File: src/common/otalrt_map.svh
// What this block does
// - Alert pin starts in over-temperature mode, not bus-alert mode, after reset.
// - Configuration chooses over-temperature behaviour, or bus-alert mode, in which the alert stays inactive and the pin stays at its idle level.
// - Level behaviour after reset; latched interrupt only when configured.
// - Level behaviour: alert goes active when result is at or above trip limit.
// - Level behaviour: alert clears only when result is strictly below hysteresis limit.
// - Shutdown leaves the level-behaviour alert state untouched.
// - Interrupt behaviour: assert only after configured count of consecutive trip results.
// - Interrupt behaviour: a register read clears the latched alert unless a qualifying trip result arrives in the same cycle.
// - After a clear, reassert on the next trip result once the consecutive count meets the fault count; a read does not reset that count.
// - Two-bit field selects 1, 2, 4 or 6 faults; 1 by default.
// - Polarity bit: cleared means active low (default), set means active high.
// - Mode bit: cleared selects level behaviour (default), set selects interrupt.
// - Limits are 16-bit signed values compared as signed numbers.
`ifndef OTALRT_MAP_SVH
`define OTALRT_MAP_SVH
`define OTALRT_TEMP_W 16
`define OTALRT_FQ_1 2'h0
`define OTALRT_FQ_2 2'h1
`define OTALRT_FQ_4 2'h2
`define OTALRT_FQ_6 2'h3
`define OTALRT_CNT_1 3'h1
`define OTALRT_CNT_2 3'h2
`define OTALRT_CNT_4 3'h4
`define OTALRT_CNT_6 3'h6
`define OTALRT_FQ_RST 2'h0
`define OTALRT_POL_RST 1'h0
`define OTALRT_INT_RST 1'h0
`define OTALRT_BUSALRT_RST 1'h0
`define OTALRT_FAULT_RST 3'h0
`define OTALRT_ALERT_RST 1'h0
`endif

File: src/common/otalrt_pkg.sv
package otalrt_pkg;
  typedef enum logic [1:0] {
    OTALRT_LEVEL,
    OTALRT_INTR,
    OTALRT_BUSALERT
  } otalrt_mode_t;
endpackage : otalrt_pkg

File: src/rtl/otalrt_core.sv
`timescale 1ns/10ps
`default_nettype none
`include "otalrt_map.svh"
module otalrt_core (
  // Clock and reset
  input wire logic I_CLK,
  input wire logic I_SYS_RST,
  // Conversion results
  input wire logic I_RESULT_VALID,
  input wire logic signed [15:0] I_RESULT,
  // Configuration
  input wire logic signed [15:0] I_TRIP_LIMIT_VALUE,
  input wire logic signed [15:0] I_HYSTERESIS_LIMIT_VALUE,
  input wire logic [1:0] I_FAULT_QUEUE,
  input wire logic I_POLARITY_HIGH,
  input wire logic I_INTERRUPT_MODE,
  input wire logic I_BUS_ALERT_MODE,
  input wire logic I_SHUTDOWN,
  // Bus events
  input wire logic I_REG_READ,
  // Alert pin, open drain
  output logic O_OVERTEMP_ALERT_PIN_O,
  output logic O_OVERTEMP_ALERT_PIN_OE,
  // Status
  output logic O_ALERT_ACTIVE,
  output logic [1:0] O_MODE
);
  function automatic logic [2:0] otalrt_fault_need(input logic [1:0] code);
    case (code)
      `OTALRT_FQ_1: otalrt_fault_need = `OTALRT_CNT_1;
      `OTALRT_FQ_2: otalrt_fault_need = `OTALRT_CNT_2;
      `OTALRT_FQ_4: otalrt_fault_need = `OTALRT_CNT_4;
      default: otalrt_fault_need = `OTALRT_CNT_6;
    endcase
  endfunction : otalrt_fault_need

  otalrt_pkg::otalrt_mode_t mode;
  logic trip_hit;
  logic below_hyst;
  logic [2:0] fault_need;
  logic [2:0] fault_q;
  logic [2:0] fault_d;
  logic level_q;
  logic intr_q;
  logic active_d;
  logic meas_ok;
  logic pin_oe_d;
  // Registered pin and status, so a configuration change cannot glitch the pin
  logic active_q;
  logic pin_oe_q;
  otalrt_pkg::otalrt_mode_t mode_q;

  always_comb begin
    if (I_BUS_ALERT_MODE) begin
      mode = otalrt_pkg::OTALRT_BUSALERT;
    end else if (I_INTERRUPT_MODE) begin
      mode = otalrt_pkg::OTALRT_INTR;
    end else begin
      mode = otalrt_pkg::OTALRT_LEVEL;
    end
  end

  assign meas_ok = I_RESULT_VALID && !I_SHUTDOWN;
  assign trip_hit = I_RESULT >= I_TRIP_LIMIT_VALUE;
  assign below_hyst = I_RESULT < I_HYSTERESIS_LIMIT_VALUE;
  assign fault_need = otalrt_fault_need(I_FAULT_QUEUE);

  // Saturating consecutive-trip counter
  always_comb begin
    fault_d = fault_q;
    if (meas_ok) begin
      if (!trip_hit) begin
        fault_d = 3'h0;
      end else if (fault_q < `OTALRT_CNT_6) begin
        fault_d = fault_q + 3'h1;
      end
    end
  end

  always_ff @(posedge I_CLK or posedge I_SYS_RST) begin
    if (I_SYS_RST) begin
      fault_q <= `OTALRT_FAULT_RST;
    end else begin
      fault_q <= fault_d;
    end
  end

  // Counter steps once per trip result until it reaches 6, and freezes while no result is taken
  a_fault_step: assert property (@(posedge I_CLK) disable iff (I_SYS_RST)
    (meas_ok && trip_hit && fault_q < `OTALRT_CNT_6) |=> fault_q == $past(fault_q) + 3'h1)
    else $error("fault counter did not step");
  a_shut_count: assert property (@(posedge I_CLK) disable iff (I_SYS_RST)
    $past(I_SHUTDOWN) |-> $stable(fault_q))
    else $error("fault counter moved in shutdown");

  // Level behaviour state; frozen while no result arrives, e.g. in shutdown
  always_ff @(posedge I_CLK or posedge I_SYS_RST) begin
    if (I_SYS_RST) begin
      level_q <= `OTALRT_ALERT_RST;
    end else if (meas_ok) begin
      if (trip_hit) begin
        level_q <= 1'b1;
      end else if (below_hyst) begin
        level_q <= 1'b0;
      end
    end
  end

  // Level state moves only on a qualifying result
  a_level_keep: assert property (@(posedge I_CLK) disable iff (I_SYS_RST)
    (level_q && !(meas_ok && !trip_hit && below_hyst)) |=> level_q)
    else $error("level alert cleared above hysteresis");
  a_level_off: assert property (@(posedge I_CLK) disable iff (I_SYS_RST)
    (!level_q && !(meas_ok && trip_hit)) |=> !level_q)
    else $error("level alert set without trip");

  // Latched interrupt; a new qualifying result wins over a read
  always_ff @(posedge I_CLK or posedge I_SYS_RST) begin
    if (I_SYS_RST) begin
      intr_q <= `OTALRT_ALERT_RST;
    end else if (mode != otalrt_pkg::OTALRT_INTR) begin
      intr_q <= 1'b0;
    end else if (meas_ok && trip_hit && (fault_d >= fault_need)) begin
      intr_q <= 1'b1;
    end else if (I_REG_READ) begin
      intr_q <= 1'b0;
    end
  end

  // Latch holds until a read, sets only once the count is met
  a_intr_hold: assert property (@(posedge I_CLK) disable iff (I_SYS_RST)
    (mode == otalrt_pkg::OTALRT_INTR && intr_q && !I_REG_READ) |=> intr_q)
    else $error("interrupt dropped without read");
  a_intr_early: assert property (@(posedge I_CLK) disable iff (I_SYS_RST)
    (mode == otalrt_pkg::OTALRT_INTR && !intr_q && meas_ok && trip_hit &&
    fault_d < fault_need) |=> !intr_q)
    else $error("interrupt set before fault count");
  a_intr_set: assert property (@(posedge I_CLK) disable iff (I_SYS_RST)
    (mode == otalrt_pkg::OTALRT_INTR && meas_ok && trip_hit &&
    fault_d >= fault_need) |=> intr_q)
    else $error("interrupt not set at fault count");
  a_intr_zero: assert property (@(posedge I_CLK) disable iff (I_SYS_RST)
    (mode != otalrt_pkg::OTALRT_INTR) |=> !intr_q)
    else $error("interrupt latched outside interrupt mode");

  always_comb begin
    case (mode)
      otalrt_pkg::OTALRT_LEVEL: active_d = level_q;
      otalrt_pkg::OTALRT_INTR: active_d = intr_q;
      default: active_d = 1'b0;
    endcase
  end

  // Open drain: pull low when the electrical level must be low
  assign pin_oe_d = I_POLARITY_HIGH ? !active_d : active_d;

  // Reset releases the pin, which is the idle level of the default polarity
  always_ff @(posedge I_CLK or posedge I_SYS_RST) begin
    if (I_SYS_RST) begin
      active_q <= `OTALRT_ALERT_RST;
      pin_oe_q <= `OTALRT_POL_RST;
    end else begin
      active_q <= active_d;
      pin_oe_q <= pin_oe_d;
    end
  end

  always_ff @(posedge I_CLK or posedge I_SYS_RST) begin
    if (I_SYS_RST) begin
      mode_q <= otalrt_pkg::OTALRT_LEVEL;
    end else begin
      mode_q <= mode;
    end
  end

  assign O_OVERTEMP_ALERT_PIN_O = 1'b0;
  assign O_OVERTEMP_ALERT_PIN_OE = pin_oe_q;
  assign O_ALERT_ACTIVE = active_q;
  assign O_MODE = mode_q;

  // Outputs follow the state one cycle later
  a_out_track: assert property (@(posedge I_CLK) disable iff (I_SYS_RST)
    O_ALERT_ACTIVE == $past(active_d))
    else $error("alert output does not follow state");
  a_busalrt_idle: assert property (@(posedge I_CLK) disable iff (I_SYS_RST)
    (mode == otalrt_pkg::OTALRT_BUSALERT) |=> !O_ALERT_ACTIVE)
    else $error("alert active in bus-alert mode");
  a_intr_decode: assert property (@(posedge I_CLK) disable iff (I_SYS_RST)
    (I_INTERRUPT_MODE && !I_BUS_ALERT_MODE) |=> O_MODE == 2'(otalrt_pkg::OTALRT_INTR))
    else $error("interrupt mode decode wrong");
  a_mode_bus: assert property (@(posedge I_CLK) disable iff (I_SYS_RST)
    I_BUS_ALERT_MODE |=> O_MODE == 2'(otalrt_pkg::OTALRT_BUSALERT))
    else $error("bus-alert mode decode wrong");

  // Checks across the whole block
  a_level_trip: assert property (@(posedge I_CLK) disable iff (I_SYS_RST)
    (mode == otalrt_pkg::OTALRT_LEVEL && meas_ok && trip_hit) |=> level_q)
    else $error("level alert not set on trip");
  a_level_hyst: assert property (@(posedge I_CLK) disable iff (I_SYS_RST)
    (mode == otalrt_pkg::OTALRT_LEVEL && $fell(level_q)) |-> $past(below_hyst && meas_ok))
    else $error("level alert cleared without hysteresis");
  a_shut_hold: assert property (@(posedge I_CLK) disable iff (I_SYS_RST)
    $past(I_SHUTDOWN) |-> $stable(level_q))
    else $error("level alert changed in shutdown");
  a_intr_count: assert property (@(posedge I_CLK) disable iff (I_SYS_RST)
    $rose(intr_q) |-> $past(fault_d) >= $past(fault_need))
    else $error("interrupt before fault count");
  a_intr_clear: assert property (@(posedge I_CLK) disable iff (I_SYS_RST)
    (intr_q && I_REG_READ && !(meas_ok && trip_hit)) |=> !intr_q)
    else $error("read did not clear interrupt");
  a_intr_rearm: assert property (@(posedge I_CLK) disable iff (I_SYS_RST)
    $rose(intr_q) |-> $past(meas_ok && trip_hit))
    else $error("interrupt without trip result");
  a_fault_zero: assert property (@(posedge I_CLK) disable iff (I_SYS_RST)
    (meas_ok && !trip_hit) |=> fault_q == 3'h0)
    else $error("fault counter not zeroed");
  a_pin_polar: assert property (@(posedge I_CLK) disable iff (I_SYS_RST)
    !$past(I_SYS_RST) |->
    O_OVERTEMP_ALERT_PIN_OE == (O_ALERT_ACTIVE ^ $past(I_POLARITY_HIGH)))
    else $error("pin polarity wrong");
  a_reset_level: assert property (@(posedge I_CLK) disable iff (I_SYS_RST)
    (!I_INTERRUPT_MODE && !I_BUS_ALERT_MODE) |=> O_MODE == 2'(otalrt_pkg::OTALRT_LEVEL))
    else $error("mode decode wrong");
endmodule : otalrt_core
`default_nettype wire

File: config.mk
export PLATFORM = sky130hd
export DESIGN_NAME = otalrt_core
export DESIGN_NICKNAME = d
export VERILOG_FILES = /design/src/common/otalrt_pkg.sv /design/src/rtl/otalrt_core.sv
export VERILOG_INCLUDE_DIRS = /design/src /design/src/common
export SDC_FILE = /design/constraint.sdc
export NUM_CORES = 1
export LEC_CHECK = 0
export BUFFER_PORTS_ARGS = -buffer_cell sky130_fd_sc_hd__clkbuf_2
export CORE_ASPECT_RATIO = 1.1
export CORE_UTILIZATION = 30
export CTS_BUF_LIST = sky130_fd_sc_hd__clkbuf_4
export DETAILED_ROUTE_END_ITERATION = 10
export SYNTH_ARGS = -nofsm -noshare
export SYNTH_HDL_FRONTEND = slang
export SYNTH_SLANG_ARGS = --single-unit
File: constraint.sdc
create_clock -name I_CLK -period 2.3 [get_ports I_CLK]
set_input_delay 0.115 -clock I_CLK [delete_from_list [all_inputs] [get_ports I_CLK]]
set_output_delay 0.115 -clock I_CLK [all_outputs]
set_load 0.05 [all_outputs]
==> impl_results.md <==
- Sequential fraction of the synthesis area: 16.9%
- Worst setup margin: -0.0397 ns
- Clk pin slew, worst setup/hold paths: 0.06 ns
- Placement Setup Slack: -0.361 ns
- CP endpoint kind: flop
- Fin crit share: 102%
- Critical path class: primary input to flop
- Via density per instance: 4.55
- Die Wd: 65.6 um
- Drt wl/cell: 9.68 um
- Post-synth top area cell: ha_1
- R2R Path End: intr_q
- Finish-stage setup viols: 1
- WL final: 2980 um
- Worst-case clock skew: 0.00323 ns
- Synthesized net count: 258
- Maximum vdd drop: 0.000371 V
- Layout net count: 348
- DRC violation count after routing: 0
- R2R depth: 9
- Outcome: finished, violations left
- Pleak: 1.15 nW
- Met3 Resource Use GR: 0.629%
- Crit path to: intr_q
- Initial antenna violation count: 0
- Critical path launch point type: primary input
- Post-DP HPWL: 2750 um
- Failing checks: negative setup slack
- Asr flop ratio synth: 100%
- PD cells: 392 mW/mm2
- Main synth FF type: dfrtp_1
- CTS max path bufs: 2
- CTS tree: done
- I/O pins: 63
- Yosys top cell area share: 32.8%
- Post-Syn Area: 0.00133 mm2
- Max-cap violations: 0
- Non-filler instance count after layout: 308
- Area growth syn-to-layout: 58.4%
- Met2 Usage GRT: 26.2%
- CTS Buf Count: 3
- R2R Path Start: fault_q[1]
- H-tree levels: 1
- Clock sinks: 9
- Vias: 1400
- Proportion of layout cells with a drive suffix above 1: 48.0%
- Core footprint: 0.00429 mm2
- GRT Residual Overflow: 0
- Number of synthesized flops with an enable pin: 0
- CTS root buffer: clkbuf_4
- Distinct cell type count of the synthesized netlist: 42
- RSZ-0062 raised after global routing: yes
- Die Height: 71.9 um
- Port buffer count: 61
- Synth Register Bits: 9
- Fmax: 427 MHz
- Final Max Tran Viols: 0
- Fillers: 430
- Pin count of the biggest net entering global routing: 10
- Synth warn: 0
- Worst Hold Class: primary input to flop
- Endpoints failing hold: 0
- CP arrival: 2.53 ns
- Most Crowded Layer GR: met2
- Global Route met1 Usage: 15.3%
- Vias in the first global route: 1353
- Worst Setup SP: I_RESULT[1]
- Die area: 0.00472 mm2
- Placed insts: 301
- Reg2Reg Setup Slack: 0.26 ns
- Overall Power: 0.828 mW
- First-pass GRT wire length: 5090 um
- GPL Wtd Cong: 0.798
- Starting Density: 31.1%
- Top cells by area, synth: ha_1, dfrtp_1, inv_1, a21oi_1, nand4_1
- Avg Inst Size Synth: 8.08 um2
- DR pass1 iterations: 4
- Post-route setup TNS: -0.0397 ns
- Antenna Violating Nets Remaining: 0
- Syn Inst Count: 165
- Ant diodes: 0
- CP required: 2.49 ns
- Detailed Route Iter0 Violations: 19
- Crit Path Max Fanout: 3
- Worst-Skew Late Latency: 0.26 ns
- Fin crit period: 2.34 ns
- Cell row count: 25
- Hold slack: 0.0425 ns
- Tot GR Track Use: 13.4%
==> registers in the layout, indices dropped and copies added (netlist names) <==
signal                   cells
level_q                      1
O_OVERTEMP_ALERT_PIN_OE      1
O_ALERT_ACTIVE               1
O_MODE                       2
intr_q                       1
fault_q                      3
==> layout make-up <==
cell class / count / area (um2) / share of cell area (%)
inverters: 39 / 151 / 7.16
repair buffers: 87 / 505 / 23.9
flip-flops and latches: 9 / 225 / 10.7
multi-input cells: 115 / 1130 / 53.6
well taps: 54 / 67.6 / 3.20
clock buffers: 4 / 30.0 / 1.42
==> Yosys cell counts (2+ instances only) <==
library cell  instances
ha_1                 35
o211ai_1              2
nand3_1               3
a21o_1                4
nor2_1                5
o22ai_1               2
inv_1                39
dfrtp_1               9
a211oi_1              2
a21oi_1              11
nor2b_1               2
nand2b_1              2
o21ai_1               2
nand4_1               6
o21ai_0               6
nand2_1               9
==> stage by stage <==
step | utilization, % | instance area [um2]
final | 49.3 | 2110
after global routing | 49.3 | 2110
after CTS | 49.2 | 2110
after detailed placement | 47.6 | 2040
after global placement | 47.6 | 2040
after floorplan | - | 1500
==> layout by cell type, fill, tap and decap left out, types with 2 or more instances in the layout <==
cell type      count
ha_1              23
buf_4             24
o22ai_1            2
clkbuf_4           4
dlygate4sd3_1      2
a211oi_1           2
a21oi_2            3
nor2b_1            2
inv_1             29
o211ai_1           2
o21ai_1            3
nor2_1             5
nand3_1            3
nand4_1            6
ha_4              12
clkbuf_2          61
o21ai_0            5
inv_2              8
nand2b_1           2
nand2_1            9
inv_4              2
a21oi_1            8
a21o_1             4
dfrtp_1            9
==> worst min-delay path by stage <==
stage | from | endpoint | slack (ns) | cells after the start
2_1_floorplan | I_SYS_RST | O_ALERT_ACTIVE | -0.06 | 1
3_3_place_gp | I_SYS_RST | O_OVERTEMP_ALERT_PIN_OE | 0.06 | 2
3_5_place_dp | I_SYS_RST | O_OVERTEMP_ALERT_PIN_OE | 0.07 | 2
4_1_cts | I_POLARITY_HIGH | O_OVERTEMP_ALERT_PIN_OE | 0.04 | 2
5_1_grt | I_POLARITY_HIGH | O_OVERTEMP_ALERT_PIN_OE | 0.04 | 2
6_report | I_POLARITY_HIGH | O_OVERTEMP_ALERT_PIN_OE | 0.04 | 2
==> kinds of logic after synthesis <==
family | count (synthesis) | share of synthesized area [%]
buffers and inverters | 41 | 11.8
AOI/OAI and AO/OA | 40 | 21.4
and+or+nand+nor | 37 | 15.4
adders and majority gates | 35 | 32.8
DFF | 9 | 16.9
other | 1 | 0.281
xor gates and xnor gates | 1 | 0.657
muxes | 1 | 0.750
==> worst max-delay path, cell delays in order <==
cell	delay (ns)
clkbuf_2	0.12
ha_4	0.25
and2b_2	0.19
o211ai_1	0.20
a21boi_2	0.10
o31ai_4	0.28
nand2_2	0.09
o21a_1	0.18
ha_1	0.26
nand2b_1	0.09
a21o_1	0.10
a21oi_1	0.05
or3b_4	0.38
o21ai_1	0.11
==> power by group <==
part | internal, mW | switching [mW] | total [mW] | leakage (nW)
clock network | 0.0784 | 0.0514 | 0.130 | 0.0184
registers | 0.192 | 0.0367 | 0.229 | 0.107
logic | 0.243 | 0.225 | 0.469 | 1.03
total | 0.514 | 0.314 | 0.828 | 1.15
==> metal layers <==
| layer | vias to the layer above | part of all wire (%) |
|---|---|---|
| met5 | - | 0 |
| met4 | 0 | 0.80 |
| met3 | 4 | 3.9 |
| met2 | 37 | 50 |
| met1 | 606 | 45 |
| li1 | 753 | - |
==> repair_timing <==
item / 4_1_cts / 5_1_grt
pin swaps: 5 / 2
setup endpoints to repair: 1 / 1
hold buffers: 2 / 0
gates resized for setup: 3 / 1
setup buffers: 1 / 0
hold endpoints to repair: 10 / 0
Power figures use the tool's default switching activity.
